<file path="src/inc/dtc_consts.svh">
// Constants for the dual timer/counter block
// Function
// - Timer function counts one per machine cycle
// - Counter samples pin, counts on high-then-low
// - Counted edge appears in following machine cycle
// - Edge recognition takes two machine cycles
// - Per-timer select: machine cycles or pin edges
// - Two-bit mode field, four modes per timer
// - Overflow flags set on overflow, cleared on vector
// - Run bits written by software start/stop timers
// - Interrupt edge flags set by hardware, cleared processed
// - Type bits pick falling-edge or low-level interrupt
// - Mode 0: 13 bits, high byte over five
// - Mode 0: eight-bit counter after divide-by-32
// - Mode 0 rollover sets overflow flag
// - Count enabled by run and gate or pin
// - Setting run bit keeps count value
// - Both timers share mode 0, separate gates
// - Modes: 13-bit, 16-bit, reload, stop/split
// - Mode 2 low overflow reloads from high byte
// - Mode 3 splits timer A, high uses B's bits
// - Timer B in mode 3 holds its count
`ifndef DTC_CONSTS_SVH
`define DTC_CONSTS_SVH

// ****************************************************************
// Machine cycle
// ****************************************************************
`define DTC_OSC_PER_MC     4'hc
`define DTC_PHASE_W        4
`define DTC_PHASE_LAST     4'hb
`define DTC_UPDATE_PHASE   4'h2
`define DTC_SAMPLE_PHASE   4'h9

// ****************************************************************
// Control/flag register bits
// ****************************************************************
`define DTC_TC_OVF_B       7
`define DTC_TC_RUN_B       6
`define DTC_TC_OVF_A       5
`define DTC_TC_RUN_A       4
`define DTC_TC_IRQF_B      3
`define DTC_TC_TYPE_B      2
`define DTC_TC_IRQF_A      1
`define DTC_TC_TYPE_A      0

// ****************************************************************
// Mode register fields (timer A low nibble, timer B high nibble)
// ****************************************************************
`define DTC_MD_GATE_A      3
`define DTC_MD_CT_A        2
`define DTC_MD_MODE_A      1:0
`define DTC_MD_GATE_B      7
`define DTC_MD_CT_B        6
`define DTC_MD_MODE_B      5:4

// ****************************************************************
// Widths and reset values
// ****************************************************************
`define DTC_PRESCALE_MSB   4
`define DTC_BYTE_ONES      8'hff
`define DTC_PRESCALE_ONES  5'h1f
`define DTC_RST_BYTE       8'h00

`endif

</file>
<file path="src/inc/dtc_pkg.sv">
// Types shared by the dual timer/counter block
package dtc_pkg;

  // Operating mode, in mode-field order
  typedef enum logic [1:0] {
    DTC_M13,
    DTC_M16,
    DTC_M8RELOAD,
    DTC_M3
  } dtc_mode_t;

  // Special function register select
  typedef enum logic [2:0] {
    DTC_SEL_RUNFLAGS,
    DTC_SEL_MODE,
    DTC_SEL_LOW_A,
    DTC_SEL_HIGH_A,
    DTC_SEL_LOW_B,
    DTC_SEL_HIGH_B
  } dtc_sfr_t;

endpackage : dtc_pkg

</file>
<file path="src/hw/dtc_timer_counter.sv">
// Dual timer/counter with run/flag and mode registers
`timescale 1ns/1ps
`default_nettype none
`include "dtc_consts.svh"

module dtc_timer_counter (
  // Clock and reset
  input  wire logic              clk,
  input  wire logic              reset_n,
  // Special function register port
  input  wire logic              sfrWrEn,
  input  wire logic              sfrRdEn,
  input  wire dtc_pkg::dtc_sfr_t sfrSel,
  input  wire logic [7:0]        sfrWrData,
  output logic      [7:0]        sfrRdData,
  // Interrupt vector acknowledges
  input  wire logic              vecAckOvfA,
  input  wire logic              vecAckOvfB,
  input  wire logic              vecAckIrqA,
  input  wire logic              vecAckIrqB,
  // External pins
  input  wire logic              count_pin_a,
  input  wire logic              count_pin_b,
  input  wire logic              ext_irq_pin_a,
  input  wire logic              ext_irq_pin_b,
  // Interrupt requests
  output logic                   overflowFlagA,
  output logic                   overflowFlagB,
  output logic                   irqEdgeFlagA,
  output logic                   irqEdgeFlagB
);

  // ****************************************************************
  // Count step
  // ****************************************************************
  // Returns {overflow, high, low} after one count in the given mode
  function automatic logic [16:0] stepCount(dtc_pkg::dtc_mode_t md,
                                            logic [7:0] lo,
                                            logic [7:0] hi);
    logic [16:0] res;
    res = {1'b0, hi, lo};
    case (md)
      dtc_pkg::DTC_M13: begin
        res[16] = (hi == `DTC_BYTE_ONES) &&
                  (lo[`DTC_PRESCALE_MSB:0] == `DTC_PRESCALE_ONES);
        {res[15:8], res[`DTC_PRESCALE_MSB:0]} =
          13'({hi, lo[`DTC_PRESCALE_MSB:0]} + 13'h1);
      end
      dtc_pkg::DTC_M16: begin
        {res[16], res[15:0]} = 17'({hi, lo} + 16'h1);
      end
      dtc_pkg::DTC_M8RELOAD: begin
        res[16]  = (lo == `DTC_BYTE_ONES);
        res[7:0] = res[16] ? hi : 8'(lo + 8'h1);
      end
      default: begin
        res[16]  = (lo == `DTC_BYTE_ONES);
        res[7:0] = 8'(lo + 8'h1);
      end
    endcase
    return res;
  endfunction : stepCount

  // ****************************************************************
  // Pin synchronisers
  // ****************************************************************
  logic [3:0] pinMeta_r;
  logic [3:0] pinSync_r;

  always_ff @(posedge clk) begin
    if (!reset_n) begin
      pinMeta_r <= 4'h0;
      pinSync_r <= 4'h0;
    end else begin
      pinMeta_r <= {ext_irq_pin_b, ext_irq_pin_a, count_pin_b, count_pin_a};
      pinSync_r <= pinMeta_r;
    end
  end

  // ****************************************************************
  // Machine cycle phase and pin sampling
  // ****************************************************************
  logic [`DTC_PHASE_W-1:0] phase_r, phase_nxt;
  logic [3:0]              pinSmp_r, pinSmp_nxt;
  logic [1:0]              cntPend_r, cntPend_nxt;
  logic                    updTick;
  logic                    smpTick;
  logic [3:0]              pinFall;

  assign updTick = (phase_r == `DTC_UPDATE_PHASE);
  assign smpTick = (phase_r == `DTC_SAMPLE_PHASE);
  // Falling edge between two successive machine-cycle samples
  assign pinFall = pinSmp_r & ~pinSync_r;

  always_comb begin
    phase_nxt   = (phase_r == `DTC_PHASE_LAST) ? '0 :
                  `DTC_PHASE_W'(phase_r + 1'b1);
    pinSmp_nxt  = smpTick ? pinSync_r : pinSmp_r;
    cntPend_nxt = cntPend_r;
    // A detected edge waits for the next cycle's update phase, so
    // recognition spans two machine cycles
    if (updTick)
      cntPend_nxt = 2'b00;
    if (smpTick)
      cntPend_nxt = cntPend_nxt | pinFall[1:0];
  end

  always_ff @(posedge clk) begin
    if (!reset_n) begin
      phase_r   <= '0;
      pinSmp_r  <= 4'hf;
      cntPend_r <= 2'b00;
    end else begin
      phase_r   <= phase_nxt;
      pinSmp_r  <= pinSmp_nxt;
      cntPend_r <= cntPend_nxt;
    end
  end

  // ****************************************************************
  // Registers and counting
  // ****************************************************************
  logic [7:0] runFlags_r, runFlags_nxt;
  logic [7:0] modeSel_r, modeSel_nxt;
  logic [7:0] lowA_r, lowA_nxt, highA_r, highA_nxt;
  logic [7:0] lowB_r, lowB_nxt, highB_r, highB_nxt;
  logic [7:0] rdData_r, rdData_nxt;

  dtc_pkg::dtc_mode_t modeA, modeB;
  logic        splitA;
  logic        enA, enB, enHighA;
  logic        evA, evB;
  logic [16:0] stepA, stepB;
  logic        setOvfA, setOvfB, setIrqA, setIrqB;
  logic        wrRun, wrMode;

  assign modeA  = dtc_pkg::dtc_mode_t'(modeSel_r[`DTC_MD_MODE_A]);
  assign modeB  = dtc_pkg::dtc_mode_t'(modeSel_r[`DTC_MD_MODE_B]);
  assign splitA = (modeA == dtc_pkg::DTC_M3);

  // Each select bit picks machine cycles or counted pin edges
  assign evA = modeSel_r[`DTC_MD_CT_A] ? cntPend_r[0] : 1'b1;
  assign evB = modeSel_r[`DTC_MD_CT_B] ? cntPend_r[1] : 1'b1;

  // Run bit with gate; gate high lets the irq pin time a pulse
  assign enA = runFlags_r[`DTC_TC_RUN_A] &&
               (!modeSel_r[`DTC_MD_GATE_A] || pinSync_r[2]);
  // While A is split, B loses its run bit and is switched by mode 3
  assign enB = (splitA || runFlags_r[`DTC_TC_RUN_B]) &&
               (!modeSel_r[`DTC_MD_GATE_B] || pinSync_r[3]) &&
               (modeB != dtc_pkg::DTC_M3);
  assign enHighA = splitA && runFlags_r[`DTC_TC_RUN_B];

  assign stepA = stepCount(modeA, lowA_r, highA_r);
  assign stepB = stepCount(modeB, lowB_r, highB_r);

  assign setOvfA = updTick && enA && evA && stepA[16];
  // Split high byte of A owns B's overflow flag
  assign setOvfB = splitA ?
                   (updTick && enHighA && highA_r == `DTC_BYTE_ONES) :
                   (updTick && enB && evB && stepB[16]);

  // Edge type sets on a fall, level type while the pin is low
  assign setIrqA = smpTick && (runFlags_r[`DTC_TC_TYPE_A] ?
                   pinFall[2] : !pinSync_r[2]);
  assign setIrqB = smpTick && (runFlags_r[`DTC_TC_TYPE_B] ?
                   pinFall[3] : !pinSync_r[3]);

  assign wrRun  = sfrWrEn && (sfrSel == dtc_pkg::DTC_SEL_RUNFLAGS);
  assign wrMode = sfrWrEn && (sfrSel == dtc_pkg::DTC_SEL_MODE);

  always_comb begin
    runFlags_nxt = runFlags_r;
    modeSel_nxt  = wrMode ? sfrWrData : modeSel_r;
    lowA_nxt     = lowA_r;
    highA_nxt    = highA_r;
    lowB_nxt     = lowB_r;
    highB_nxt    = highB_r;
    rdData_nxt   = rdData_r;

    // Vectoring clears flags; software may write any bit
    if (vecAckOvfB)
      runFlags_nxt[`DTC_TC_OVF_B] = 1'b0;
    if (vecAckOvfA)
      runFlags_nxt[`DTC_TC_OVF_A] = 1'b0;
    if (vecAckIrqB)
      runFlags_nxt[`DTC_TC_IRQF_B] = 1'b0;
    if (vecAckIrqA)
      runFlags_nxt[`DTC_TC_IRQF_A] = 1'b0;
    if (wrRun)
      runFlags_nxt = sfrWrData;
    // Hardware set wins over any clear in the same cycle
    runFlags_nxt[`DTC_TC_OVF_B]  = runFlags_nxt[`DTC_TC_OVF_B]  | setOvfB;
    runFlags_nxt[`DTC_TC_OVF_A]  = runFlags_nxt[`DTC_TC_OVF_A]  | setOvfA;
    runFlags_nxt[`DTC_TC_IRQF_B] = runFlags_nxt[`DTC_TC_IRQF_B] | setIrqB;
    runFlags_nxt[`DTC_TC_IRQF_A] = runFlags_nxt[`DTC_TC_IRQF_A] | setIrqA;

    // Counting; the run bit never clears the count
    if (updTick && enA && evA) begin
      lowA_nxt = stepA[7:0];
      if (!splitA)
        highA_nxt = stepA[15:8];
    end
    if (updTick && enHighA)
      highA_nxt = 8'(highA_r + 8'h1);
    if (updTick && enB && evB) begin
      lowB_nxt  = stepB[7:0];
      highB_nxt = stepB[15:8];
    end

    // A software write takes priority over a count in the same cycle
    if (sfrWrEn) begin
      case (sfrSel)
        dtc_pkg::DTC_SEL_LOW_A:  lowA_nxt  = sfrWrData;
        dtc_pkg::DTC_SEL_HIGH_A: highA_nxt = sfrWrData;
        dtc_pkg::DTC_SEL_LOW_B:  lowB_nxt  = sfrWrData;
        dtc_pkg::DTC_SEL_HIGH_B: highB_nxt = sfrWrData;
        default: begin
        end
      endcase
    end

    if (sfrRdEn) begin
      case (sfrSel)
        dtc_pkg::DTC_SEL_RUNFLAGS: rdData_nxt = runFlags_r;
        dtc_pkg::DTC_SEL_MODE:     rdData_nxt = modeSel_r;
        dtc_pkg::DTC_SEL_LOW_A:    rdData_nxt = lowA_r;
        dtc_pkg::DTC_SEL_HIGH_A:   rdData_nxt = highA_r;
        dtc_pkg::DTC_SEL_LOW_B:    rdData_nxt = lowB_r;
        dtc_pkg::DTC_SEL_HIGH_B:   rdData_nxt = highB_r;
        default:                   rdData_nxt = 8'h00;
      endcase
    end
  end

  always_ff @(posedge clk) begin
    if (!reset_n) begin
      runFlags_r <= `DTC_RST_BYTE;
      modeSel_r  <= `DTC_RST_BYTE;
      lowA_r     <= `DTC_RST_BYTE;
      highA_r    <= `DTC_RST_BYTE;
      lowB_r     <= `DTC_RST_BYTE;
      highB_r    <= `DTC_RST_BYTE;
      rdData_r   <= `DTC_RST_BYTE;
    end else begin
      runFlags_r <= runFlags_nxt;
      modeSel_r  <= modeSel_nxt;
      lowA_r     <= lowA_nxt;
      highA_r    <= highA_nxt;
      lowB_r     <= lowB_nxt;
      highB_r    <= highB_nxt;
      rdData_r   <= rdData_nxt;
    end
  end

  assign sfrRdData     = rdData_r;
  assign overflowFlagA = runFlags_r[`DTC_TC_OVF_A];
  assign overflowFlagB = runFlags_r[`DTC_TC_OVF_B];
  assign irqEdgeFlagA  = runFlags_r[`DTC_TC_IRQF_A];
  assign irqEdgeFlagB  = runFlags_r[`DTC_TC_IRQF_B];

endmodule : dtc_timer_counter
`default_nettype wire

</file>
<file path="config.mk">
export PLATFORM = sky130hd
export DESIGN_NAME = dtc_timer_counter
export DESIGN_NICKNAME = d
export VERILOG_FILES = /design/src/inc/dtc_pkg.sv /design/src/hw/dtc_timer_counter.sv
export VERILOG_INCLUDE_DIRS = /design/src /design/src/inc
export SDC_FILE = /design/constraint.sdc
export NUM_CORES = 1
export LEC_CHECK = 0
export BUFFER_PORTS_ARGS = -buffer_cell sky130_fd_sc_hd__buf_2
export CAP_MARGIN = 20
export CORE_MARGIN = 3
export CORE_UTILIZATION = 25
export DETAILED_ROUTE_END_ITERATION = 10
export PLACE_DENSITY_LB_ADDON = 0.08
export SETUP_SLACK_MARGIN = 0.15
export SLEW_MARGIN = 20
export SYNTH_ARGS = -nofsm -noshare
export SYNTH_HDL_FRONTEND = slang
export SYNTH_SLANG_ARGS = --single-unit
</file>
<file path="constraint.sdc">
create_clock -name clk -period 2.33 [get_ports clk]
set_clock_uncertainty 0.05 [all_clocks]
set_input_delay 0 -clock clk [delete_from_list [all_inputs] [get_ports clk]]
set_output_delay 0 -clock clk [all_outputs]
set_load 0.01 [all_outputs]
</file>
* Word level (Yosys, flattened, before mapping)
Index checks and enable logic that the tools add are counted.
** Cells by class
- $add $sub $neg :: 8
- Multipliers :: 0
- Div/mod/pow operators :: 0
- $lt $le $gt $ge :: 0
- Equality and inequality tests :: 20
- Shifts and indexed selects :: 0
- Muxes and demuxes :: 37
- Bitwise operators :: 8
- Reduce and logical (&&, ||, !) cells :: 29
** Operators with widths (number)
- $mux W8 :: 17
- $pmux W8 S6 :: 1
- $add A16 B1 Y17 const B :: 2
- $eq A8 B8 Y1 const B :: 4
- $pmux W8 S2 :: 2
- $pmux W5 S3 :: 2
- $add A13 B1 Y13 const B :: 2
- $add A8 B1 Y8 const B :: 3
- $logic_and A1 B1 Y1 :: 18
- $pmux W3 S3 :: 2
- $eq A5 B5 Y1 const B :: 2
- $mux W1 :: 9
- $eq A4 B4 Y1 const B :: 2
- $eq A2 B2 Y1 const B :: 3
- $eq A3 B2 Y1 const B :: 2
- $eq A3 B3 Y1 const B :: 2
- $add A4 B1 Y4 const B :: 1
- $and A4 B4 Y4 :: 1
- $eq A2 B1 Y1 const B :: 2
- $eq A4 B2 Y1 const B :: 1
- $logic_not A1 Y1 :: 4
- $logic_not A2 Y1 :: 2
- $mux W2 :: 2
- $not A4 Y4 :: 1
- other kinds (9) :: 15
** Storage, ports and cells
- Register bits after elaboration :: 74
- Bits in latches :: 0
- Bits in writable memories :: 0
- Memory bits (read-only) :: 0
- Bits of input ports :: 23
- Word-level logic and storage cells :: 115
- Memories kept :: 0

* Longest topological paths before layout
Gate-level depths: netlist of the first run.
- Depth after elaboration :: 9
- Gate-level depth with buffers :: 9
- Depth with buffers taken out :: 7

* Worst setup path before layout of the first run
Ideal clock, no wire load.
- Path kind :: register to register
- Start :: reg phase_r[0]
- End :: reg highA_r[5]
- Setup time :: 120 ps
- Arrival :: 1863 ps
- Setup slack :: 297 ps
- Stages on the path, launching flop included :: 8
- Buffers on the path :: 0
- Clock period less this slack :: 2033 ps
- Cells stage by stage :: dfxtp_1 -> inv_1 -> ha_1 -> nor3b_2 -> nand4_1 -> or4_1 -> and4_1 -> o31a_1
** On the way
- Longest elaborated chain between the ends :: 7
- Elaborated cells on any way between the ends :: 8
** RTL lines
- from (decl) :: RTL line dtc_timer_counter.sv:83 : logic [`DTC_PHASE_W-1:0] phase_r, phase_nxt;
- from (signal assigned) :: RTL line dtc_timer_counter.sv:114 : phase_r <= phase_nxt;
- $eq A4 B2 Y1 (no line) *
- $logic_and A1 B1 Y1 (2 in series) :: RTL line dtc_timer_counter.sv:199 : if (updTick && enA && evA) begin
- $mux W8 :: RTL line dtc_timer_counter.sv:199
- $mux W8 * :: RTL line dtc_timer_counter.sv:204 : if (updTick && enHighA)
- $mux W8 :: RTL line dtc_timer_counter.sv:213 : case (sfrSel)
- $mux W8 * :: RTL line dtc_timer_counter.sv:212 : if (sfrWrEn) begin
- to (signal assigned) :: RTL line dtc_timer_counter.sv:241 : highA_r <= `DTC_RST_BYTE;
- to (signal assigned) :: RTL line dtc_timer_counter.sv:249 : highA_r <= highA_nxt;
- to (decl) :: RTL line dtc_timer_counter.sv:125 : logic [7:0] lowA_r, lowA_nxt, highA_r, highA_nxt;
Every way passes the cells marked *; elsewhere a longest branch is shown, timed or not.
A chain may end at the register's enable or synchronous reset.

* Final worst setup path of the first run
- Start :: reg lowB_r[4]
- End :: reg highB_r[5]
** On the way
- Longest elaborated chain between the ends :: 5
- Elaborated cells on any way between the ends :: 6
** RTL lines
- from (decl) :: RTL line dtc_timer_counter.sv:126 : logic [7:0] lowB_r, lowB_nxt, highB_r, highB_nxt;
- from (signal assigned) :: RTL line dtc_timer_counter.sv:242 : lowB_r <= `DTC_RST_BYTE;
- from (signal assigned) :: RTL line dtc_timer_counter.sv:250 : lowB_r <= lowB_nxt;
- $add A16 B1 Y17 / $add A13 B1 Y13 (equally long branches) :: RTL line dtc_timer_counter.sv:50, dtc_timer_counter.sv:47
- $pmux W8 S2 * :: RTL line dtc_timer_counter.sv:42 : case (md)
- $mux W8 * :: RTL line dtc_timer_counter.sv:206 : if (updTick && enB && evB) begin
- $mux W8 :: RTL line dtc_timer_counter.sv:213
- $mux W8 * :: RTL line dtc_timer_counter.sv:212
- to (signal assigned) :: RTL line dtc_timer_counter.sv:243 : highB_r <= `DTC_RST_BYTE;
- to (signal assigned) :: RTL line dtc_timer_counter.sv:251 : highB_r <= highB_nxt;
- to (decl) :: RTL line dtc_timer_counter.sv:126
Marked as above.

==> summary.md, run 1 <==
| Metric | Value |
|---|---|
| Hold Vio Cnt, Final | `0` |
| Max Slew Vio Count | `0` |
| MaxCap Viol Count | `0` |
| WL per Instance | `20.1 µm` |
| Longest Clk Path Bufs | `2` |
| CP max-delay cell | `dfxtp_1` |
| CTS buffer count | `9` |
| Gpl congestion | `~0.95` |
| Top cells by area, synth | `dfxtp_1 34%, nor2_1 4.9%, o21ai_0 4.0%, a21oi_1 3.9%, mux4_2 3.6%` |
| ANT cells | `0` |
| Netlist cell types | `62` |
| First-pass iteration count of the detailed router | `5` |
| Placement Rows | `47` |
| Most frequent cell after synthesis | `dfxtp_1` |
| Fmax | `between 400 and 500 MHz` |
| Outcome | `complete, no violations` |
| H-tree depth | `3` |
| Dpl ws | `about 0.11 ns` |
| Final Util | `0.325` |
| Largest net degree at the start of global routing | `28` |
| Finished Cell Area | `about 5500 µm²` |
| Critical Path Source Type | `flip-flop` |
| EDFF count, synth | `0` |
| Clock power share | `0.473` |
| Yosys warning total | `0` |
| Routing usage on met3 | `0.0376` |
| Port Buffers | `34` |
| Starting density of the core | `0.260` |
| P_sw | `around 0.84 mW` |
| CP required | `2.56 ns` |
| Area after DPL | `about 5000 µm²` |
| DP Cell Count | `approximately 800` |
| Via count | `roughly 4.5k` |
| Vias per cell | `5.48` |
| Clock Pin Slew Worst Setup and Hold Paths | `0.06 ns` |
| Area Overhead vs Synth | `24.7%` |
| Syn_nets | `574` |
| Worst skew pair latency | `0.35 ns` |
| Hold Crit Class | `primary input to flip-flop` |
| Initial DRC count | `331` |
| CTS tree | `built` |
| Synthesized area per cell | `8.09 µm²` |
| Gr ovfl total | `0` |
| Capturing element type of the critical path | `flip-flop` |
| Setup_tns | `0 ns` |
| Pwr dens | `between 500 and 600 nW/µm²` |
| Number of synthesized register bits | `74` |
| Grt met1 use | `0.244` |
| Post-layout power | `between 3 and 4 mW` |
| Synthesized instance count | `543` |
| Critical path buffer and inverter count | `1` |
| Crit share post-route | `0.892` |
| RSZ-0062 raised after global routing | `yes` |
| Detailed Place HPWL | `12.4 mm` |
| Setup ws final | `0.251 ns` |
| Final WL | `16.6 mm` |
| Core ar. | `around 17000 µm²` |
| Peak VDD IR | `0.000362 V` |
| Top FF cell, synth | `dfxtp_1` |
| Logic pwr share | `0.105` |
| Critical path class | `flip-flop to flip-flop` |
| Layout Cells excl Fill | `828` |
| Relative slew slack | `0.534` |
| Net count, final | `634` |
| Crit-path cells | `nand2_1 > nor4_1 > o2111ai_2 > buf_6 > or4_1 > a31oi_1` |
| Setup violations, final | `0` |
| Leakage power | `between 1.5 and 2 nW` |
| Fillcell total | `1787` |
| DRC viols | `0` |
| Width of the die | `139 µm` |
| Slew of the pin with the lowest slew margin | `slightly below 0.7 ns` |
| Met2 GRT Util | `0.263` |
| Synth Cell Area | `4390 µm²` |
| Cell taking the most area after synthesis | `dfxtp_1` |
| Switch share | `0.260` |
| Sequential-to-total area share from yosys stat | `0.337` |
| Min Tclk post-route | `2.08 ns` |
| Share of cells above drive strength 1 | `0.202` |
| Post-DRT Antenna Nets | `0` |
| Hold WS | `approximately 0.0053 ns` |
| Sequential power share | `0.423` |
| Worst-path fanout max | `8` |
| Post-synth top area share | `0.337` |
| Commonest cells in the netlist | `74 x dfxtp_1, 57 x nor2_1, 37 x nand2_1` |
| First-pass GRT wire length | `26.0 mm` |
| Vias in the first global route | `about 4.4k` |
| Clock sink total | `74` |
| Worst path max stage delay | `0.46 ns` |
| # IOs | `35` |
| Root Buffer | `clkbuf_16` |
| Internal | `about 2.4 mW` |
| Post-synth ARST share | `0` |
| Die area | `19200 µm²` |
| Grt peak-use layer | `met2` |
| Antenna violations before repair | `0` |
| Delay-heaviest family, CP | `simple AND/OR/NAND/NOR gates` |
| Overall routing resource usage | `0.174` |
| WP data arrival | `2.30 ns` |
| DIE HEIGHT | `roughly 140 µm` |
## sequential cells by signal, summed over array words and instances (netlist names)
signal	flops
pinSmp_r	4
cntPend_r	2
pinMeta_r	4
modeSel_r	8
highB_r	8
sfrRdData	8
lowA_r	8
lowB_r	8
pinSync_r	4
runFlags_r	8
highA_r	8
phase_r	4
## worst min-delay path: cells and delay by family
kind	cells	cell delay (ns)
buf+inv	1	0.19
mux	1	0.10
simple gates	1	0.07
## cell type report
cell class              count  area [µm²]  share of cell area
clock buffers              10         229              0.0418
clock inverters             6        90.1              0.0164
inverters                  23        86.3              0.0158
multi-input cells         413        2740               0.500
flip-flops and latches     74        1490               0.272
well taps                 220         275              0.0503
repair buffers             82         571               0.104
## worst paths after layout
check / cells past startpoint / start / slack [ns] / to
setup / recovery: 6 / lowB_r[4] / 0.25 / highB_r[5]
hold / removal: 3 / sfrWrData[7] / 0.005 / modeSel_r[7]
setup reg to reg: 6 / lowB_r[4] / 0.25 / highB_r[5]
hold reg to reg: 1 / pinMeta_r[2] / 0.38 / pinSync_r[2]
## power groups by stage
stage	clock network, mW	registers, mW	logic, mW
floorplan	0	1.37	0.191
global route	1.62	1.37	0.376
detailed placement	0	1.39	0.313
finish	1.53	1.37	0.339
global placement	0	1.39	0.314
CTS	1.58	1.37	0.333
## placed cells by master, fill, tap and decap left out, types with 10 or more instances in the layout
cell type / count
buf_4: 33
a211oi_1: 14
and2_1: 10
dlygate4sd3_1: 13
nand3_1: 26
nand2_1: 37
nor2_1: 56
mux2i_1: 14
dfxtp_1: 69
nor3_1: 16
o21ai_0: 35
inv_1: 23
a31oi_1: 20
buf_2: 34
a21oi_1: 34
## cell families after synthesis
logic type	share of synthesized area
and+or+nand+nor	0.255
AOI/OAI and AO/OA	0.231
DFF	0.337
buffers and inverters	0.0538
muxes	0.0909
adders and majority gates	0.0228
xor gates and xnor gates	0.00997
## metal layers
metal	routed length (µm)	vias up
met3	997	33
met4	461	0
met5	0	-
met1	7820	2193
met2	7360	154
li1	-	2161
## timing repair
item                       4_1_cts  5_1_grt
setup buffers                    0        1
setup endpoints to repair        2       16
hold endpoints to repair        22        0
pin swaps                        0        7
hold buffers                    13        0
resized for setup                5       16
No activity file was read; power rests on OpenSTA's default activity.
==> run 2, diff against run 1 <==
--- a/config.mk
+++ b/config.mk
@@ -6,10 +6,12 @@
 export SDC_FILE = /design/constraint.sdc
 export NUM_CORES = 1
 export LEC_CHECK = 0
+export ABC_AREA = 1
 export BUFFER_PORTS_ARGS = -buffer_cell sky130_fd_sc_hd__buf_2
 export CAP_MARGIN = 20
 export CORE_MARGIN = 3
 export CORE_UTILIZATION = 25
+export CTS_CLUSTER_SIZE = 30
 export DETAILED_ROUTE_END_ITERATION = 10
 export PLACE_DENSITY_LB_ADDON = 0.08
 export SETUP_SLACK_MARGIN = 0.15
==> run 2 against run 1 <==
  * Design area increased by 5.0%
  * Wire length increased by 10%
  * Largest cell class unchanged
  * Critical endpoint is now highA_r[0]
  * Synthesized cell count increased by 41%
  * Clock-buffer cell count decreased by 1
  * Flip-flop and latch count unchanged
  * Critical path type unchanged
  * Core utilization decreased by 2.0 points
  * Combinational power increased by 1%
  * Cell count increased by 30%
  * Global-route usage increased by 0.15 points
==> summary.md, run 2 <==
| Metric | Value |
|---|---|
| Root Buffer | `clkbuf_16` |
| Syn_nets | `798` |
| Delay-heaviest family, CP | `simple AND/OR/NAND/NOR gates` |
| Worst skew pair latency | `approximately 0.35 ns` |
| Commonest cells in the netlist | `179 x nand2_1, 96 x a21oi_1, 88 x inv_1` |
| Post-Synth Simple-Gate Area | `0.321` |
| Outcome | `complete, no violations` |
| Overall routing resource usage | `0.175` |
| Reg2reg start | `phase_r[0]` |
| Critical path class | `flip-flop to flip-flop` |
| Synthesized instance count | `approximately 770` |
| Compound-cell area share of the yosys netlist | `0.243` |
| WP data arrival | `2.18 ns` |
| Post-DRT Antenna Nets | `0` |
| Worst R2R Path Depth | `10` |
| Post-synthesis xor/xnor area fraction | `0.0162` |
| Cell mode on critical path | `nand2_1` |
| EDFF count, synth | `0` |
| Capturing element type of the critical path | `flip-flop` |
| Most frequent cell after synthesis | `nand2_1` |
| Top cells by area, synth | `dfxtp_1 31%, nand2_1 14%, a21oi_1 9.9%, o21ai_0 9.0%, inv_1 6.8%` |
| DRC viols | `0` |
| Worst hold path startpoint | `sfrWrData[2]` |
| Post-layout power | `about 3.2 mW` |
| Max Slew Vio Count | `0` |
| Via count | `between 5k and 6k` |
| Post-synth top area share | `0.305` |
| Relative slew slack | `0.547` |
| Starting density of the core | `0.257` |
| Setup violations, final | `0` |
| Clock sink total | `between 70 and 80` |
| Worst Hold End | `modeSel_r[2]` |
| Flop2flop setup slack | `0.35 ns` |
| Vias per cell | `4.93` |
| Net count, final | `845` |
| Gpl congestion | `0.864` |
| Hold Crit Depth | `3` |
| Crit-path cells | `inv_1 > ha_1 > nand3_4 > nor2_4 > nand2_1 > o21ai_2 > xor2_1 > nand2_1 > nand2_1 > inv_1` |
| Synthesized area per cell | `6.32 µm²` |
| CP max-delay cell | `dfxtp_1` |
| Area share of fa/ha/maj cells after synthesis | `0.0206` |
| Gr ovfl total | `0` |
| Most frequent cells in the layout | `179 x nand2_1, 96 x a21oi_1, 88 x inv_1, 87 x o21ai_0, 74 x dfxtp_1` |
| Die area | `21100 µm²` |
| Top FF cell, synth | `dfxtp_1` |
| ANT cells | `0` |
| Post-CTS Setup Inserts | `0` |
| Share of cells above drive strength 1 | `0.132` |
| Vias in the first global route | `5066` |
| Initial DRC count | `503` |
| Worst path max stage delay | `0.35 ns` |
| Port Buffers | `34` |
| Worst-path fanout max | `7` |
| WL per Instance | `approximately 17 µm` |
| Detailed Place HPWL | `14.1 mm` |
| Largest net degree at the start of global routing | `34` |
| Hold Crit Class | `primary input to flip-flop` |
| Sequential-to-total area share from yosys stat | `0.305` |
| Width of the die | `about 150 µm` |
| Hold Vio Cnt, Final | `0` |
| Setup_tns | `0 ns` |
| Cell taking the most area after synthesis | `dfxtp_1` |
| Stages on the worst setup path | `10` |
| Post-synth ARST share | `0` |
| Post-synthesis mux area share | `0` |
| Crit path from | `phase_r[0]` |
| Netlist cell types | `41` |
| Min Tclk post-route | `1.98 ns` |
| Clock Pin Slew Worst Setup and Hold Paths | `around 0.070 ns` |
| Fillcell total | `2135` |
| Area Overhead vs Synth | `18.6%` |
| Antenna violations before repair | `0` |
| Slew of the pin with the lowest slew margin | `0.677 ns` |
| Final Util | `0.305` |
| Worst reg2reg endpoint | `highA_r[0]` |
| CTS buffer count | `9` |
| Synth Cell Area | `4850 µm²` |
| Number of synthesized register bits | `74` |
| Crit share post-route | `0.850` |
| RSZ-0062 raised after global routing | `no` |
| Final WL | `18.4 mm` |
| Critical path buffer and inverter count | `2` |
| CP required | `roughly 2.5 ns` |
| Commonest non-fill, non-tap cell in the layout | `nand2_1` |
| Critical Path Source Type | `flip-flop` |
| Pwr dens | `555 nW/µm²` |
| MaxCap Viol Count | `0` |
| H-tree depth | `3` |
| DIE HEIGHT | `145 µm` |
| Leakage power | `2.45 nW` |
| Placement Rows | `50` |
| First-pass GRT wire length | `29.1 mm` |
| Longest Clk Path Bufs | `2` |
| Peak VDD IR | `0.000317 V` |
| Fmax | `505 MHz` |
| Largest family of logic cells by synthesized area | `simple AND/OR/NAND/NOR gates` |
| Core ar. | `between 15000 and 20000 µm²` |
| Yosys warning total | `0` |
| CTS tree | `built` |
| # IOs | `35` |
| First-pass iteration count of the detailed router | `5` |
-- run 2: cell count changes after synthesis, sizes merged, moves of 10 or more --
cell | previous run | this run
a211oi | 14 | 1
a21oi | 34 | 96
a31oi | 20 | 6
and2 | 10 | 0
clkbuf | 22 | 9
inv | 23 | 98
mux2i | 14 | 0
nand2 | 37 | 185
nand3 | 26 | 56
nor2 | 58 | 81
nor3 | 17 | 5
o21ai | 35 | 90
-- run 2: worst reg2reg max path, delay by kind of cell (launching register included) --
kind	cells	cell delay, ns
and+or+nand+nor	5	0.75
adders and majority gates	1	0.18
AOI/OAI and AO/OA	1	0.27
xor gates and xnor gates	1	0.16
buffers and inverters	2	0.11
DFF	1	0.35
-- run 2: area by class of cell --
class | count | area, µm² | share of cell area
Clock buffer | 9 | 225 | 0.0391
Clock inverter | 7 | 81.3 | 0.0141
Inverter | 99 | 374 | 0.0650
Multi-Input combinational cell | 576 | 2920 | 0.508
Sequential cell | 74 | 1480 | 0.258
Tap cell | 260 | 325 | 0.0565
Timing Repair Buffer | 54 | 343 | 0.0596
-- run 2: through the flow --
stage | worst slack [ns] | hold slack (ns) | instance area, µm² | cells
4_1_cts | 0.349 | 0.00610 | 5750 | 1079
3_3_place_gp | 0.356 | 0.132 | 5350 | 1054
5_1_grt | 0.180 | 0.0197 | 5750 | 1079
6_report | 0.349 | 0.00673 | 5750 | 1079
3_5_place_dp | 0.351 | 0.135 | 5350 | 1054
2_1_floorplan | 0.695 | 0.0476 | 4850 | 767
-- run 2: repair_timing --
item	CTS	global route
setup endpoints to repair	0	3
gates resized for setup	0	1
hold endpoints to repair	9	0
hold buffers	9	0
-- run 2: worst max path at each step --
stage	slack (ns)	end
6_report	0.35	highA_r[0]
5_1_grt	0.18	lowA_r[6]
4_1_cts	0.35	highA_r[0]
3_5_place_dp	0.35	highA_r[0]
3_3_place_gp	0.36	lowA_r[6]
2_1_floorplan	0.69	highA_r[0]
-- run 2: cell families (layout without fill, tap and decap cells) --
kind of cell	count (synthesis)	after routing
xor gates and xnor gates	9	9
buffers and inverters	117	169
adders and majority gates	8	8
and+or+nand+nor	341	341
DFF	74	74
AOI/OAI and AO/OA	218	218
-- run 2: routing by layer --
metal | GRT usage | share of wire
met4 | 0.0579 | 0.023
met2 | 0.257 | 0.43
met3 | 0.0331 | 0.064
met1 | 0.256 | 0.49
met5 | 0 | 0
-- run 2: where the power goes --
group	switching [mW]	internal (mW)	total, mW
clock network	0.626	0.849	1.48
registers	0.0579	1.31	1.37
logic	0.229	0.116	0.344
total	0.913	2.28	3.19
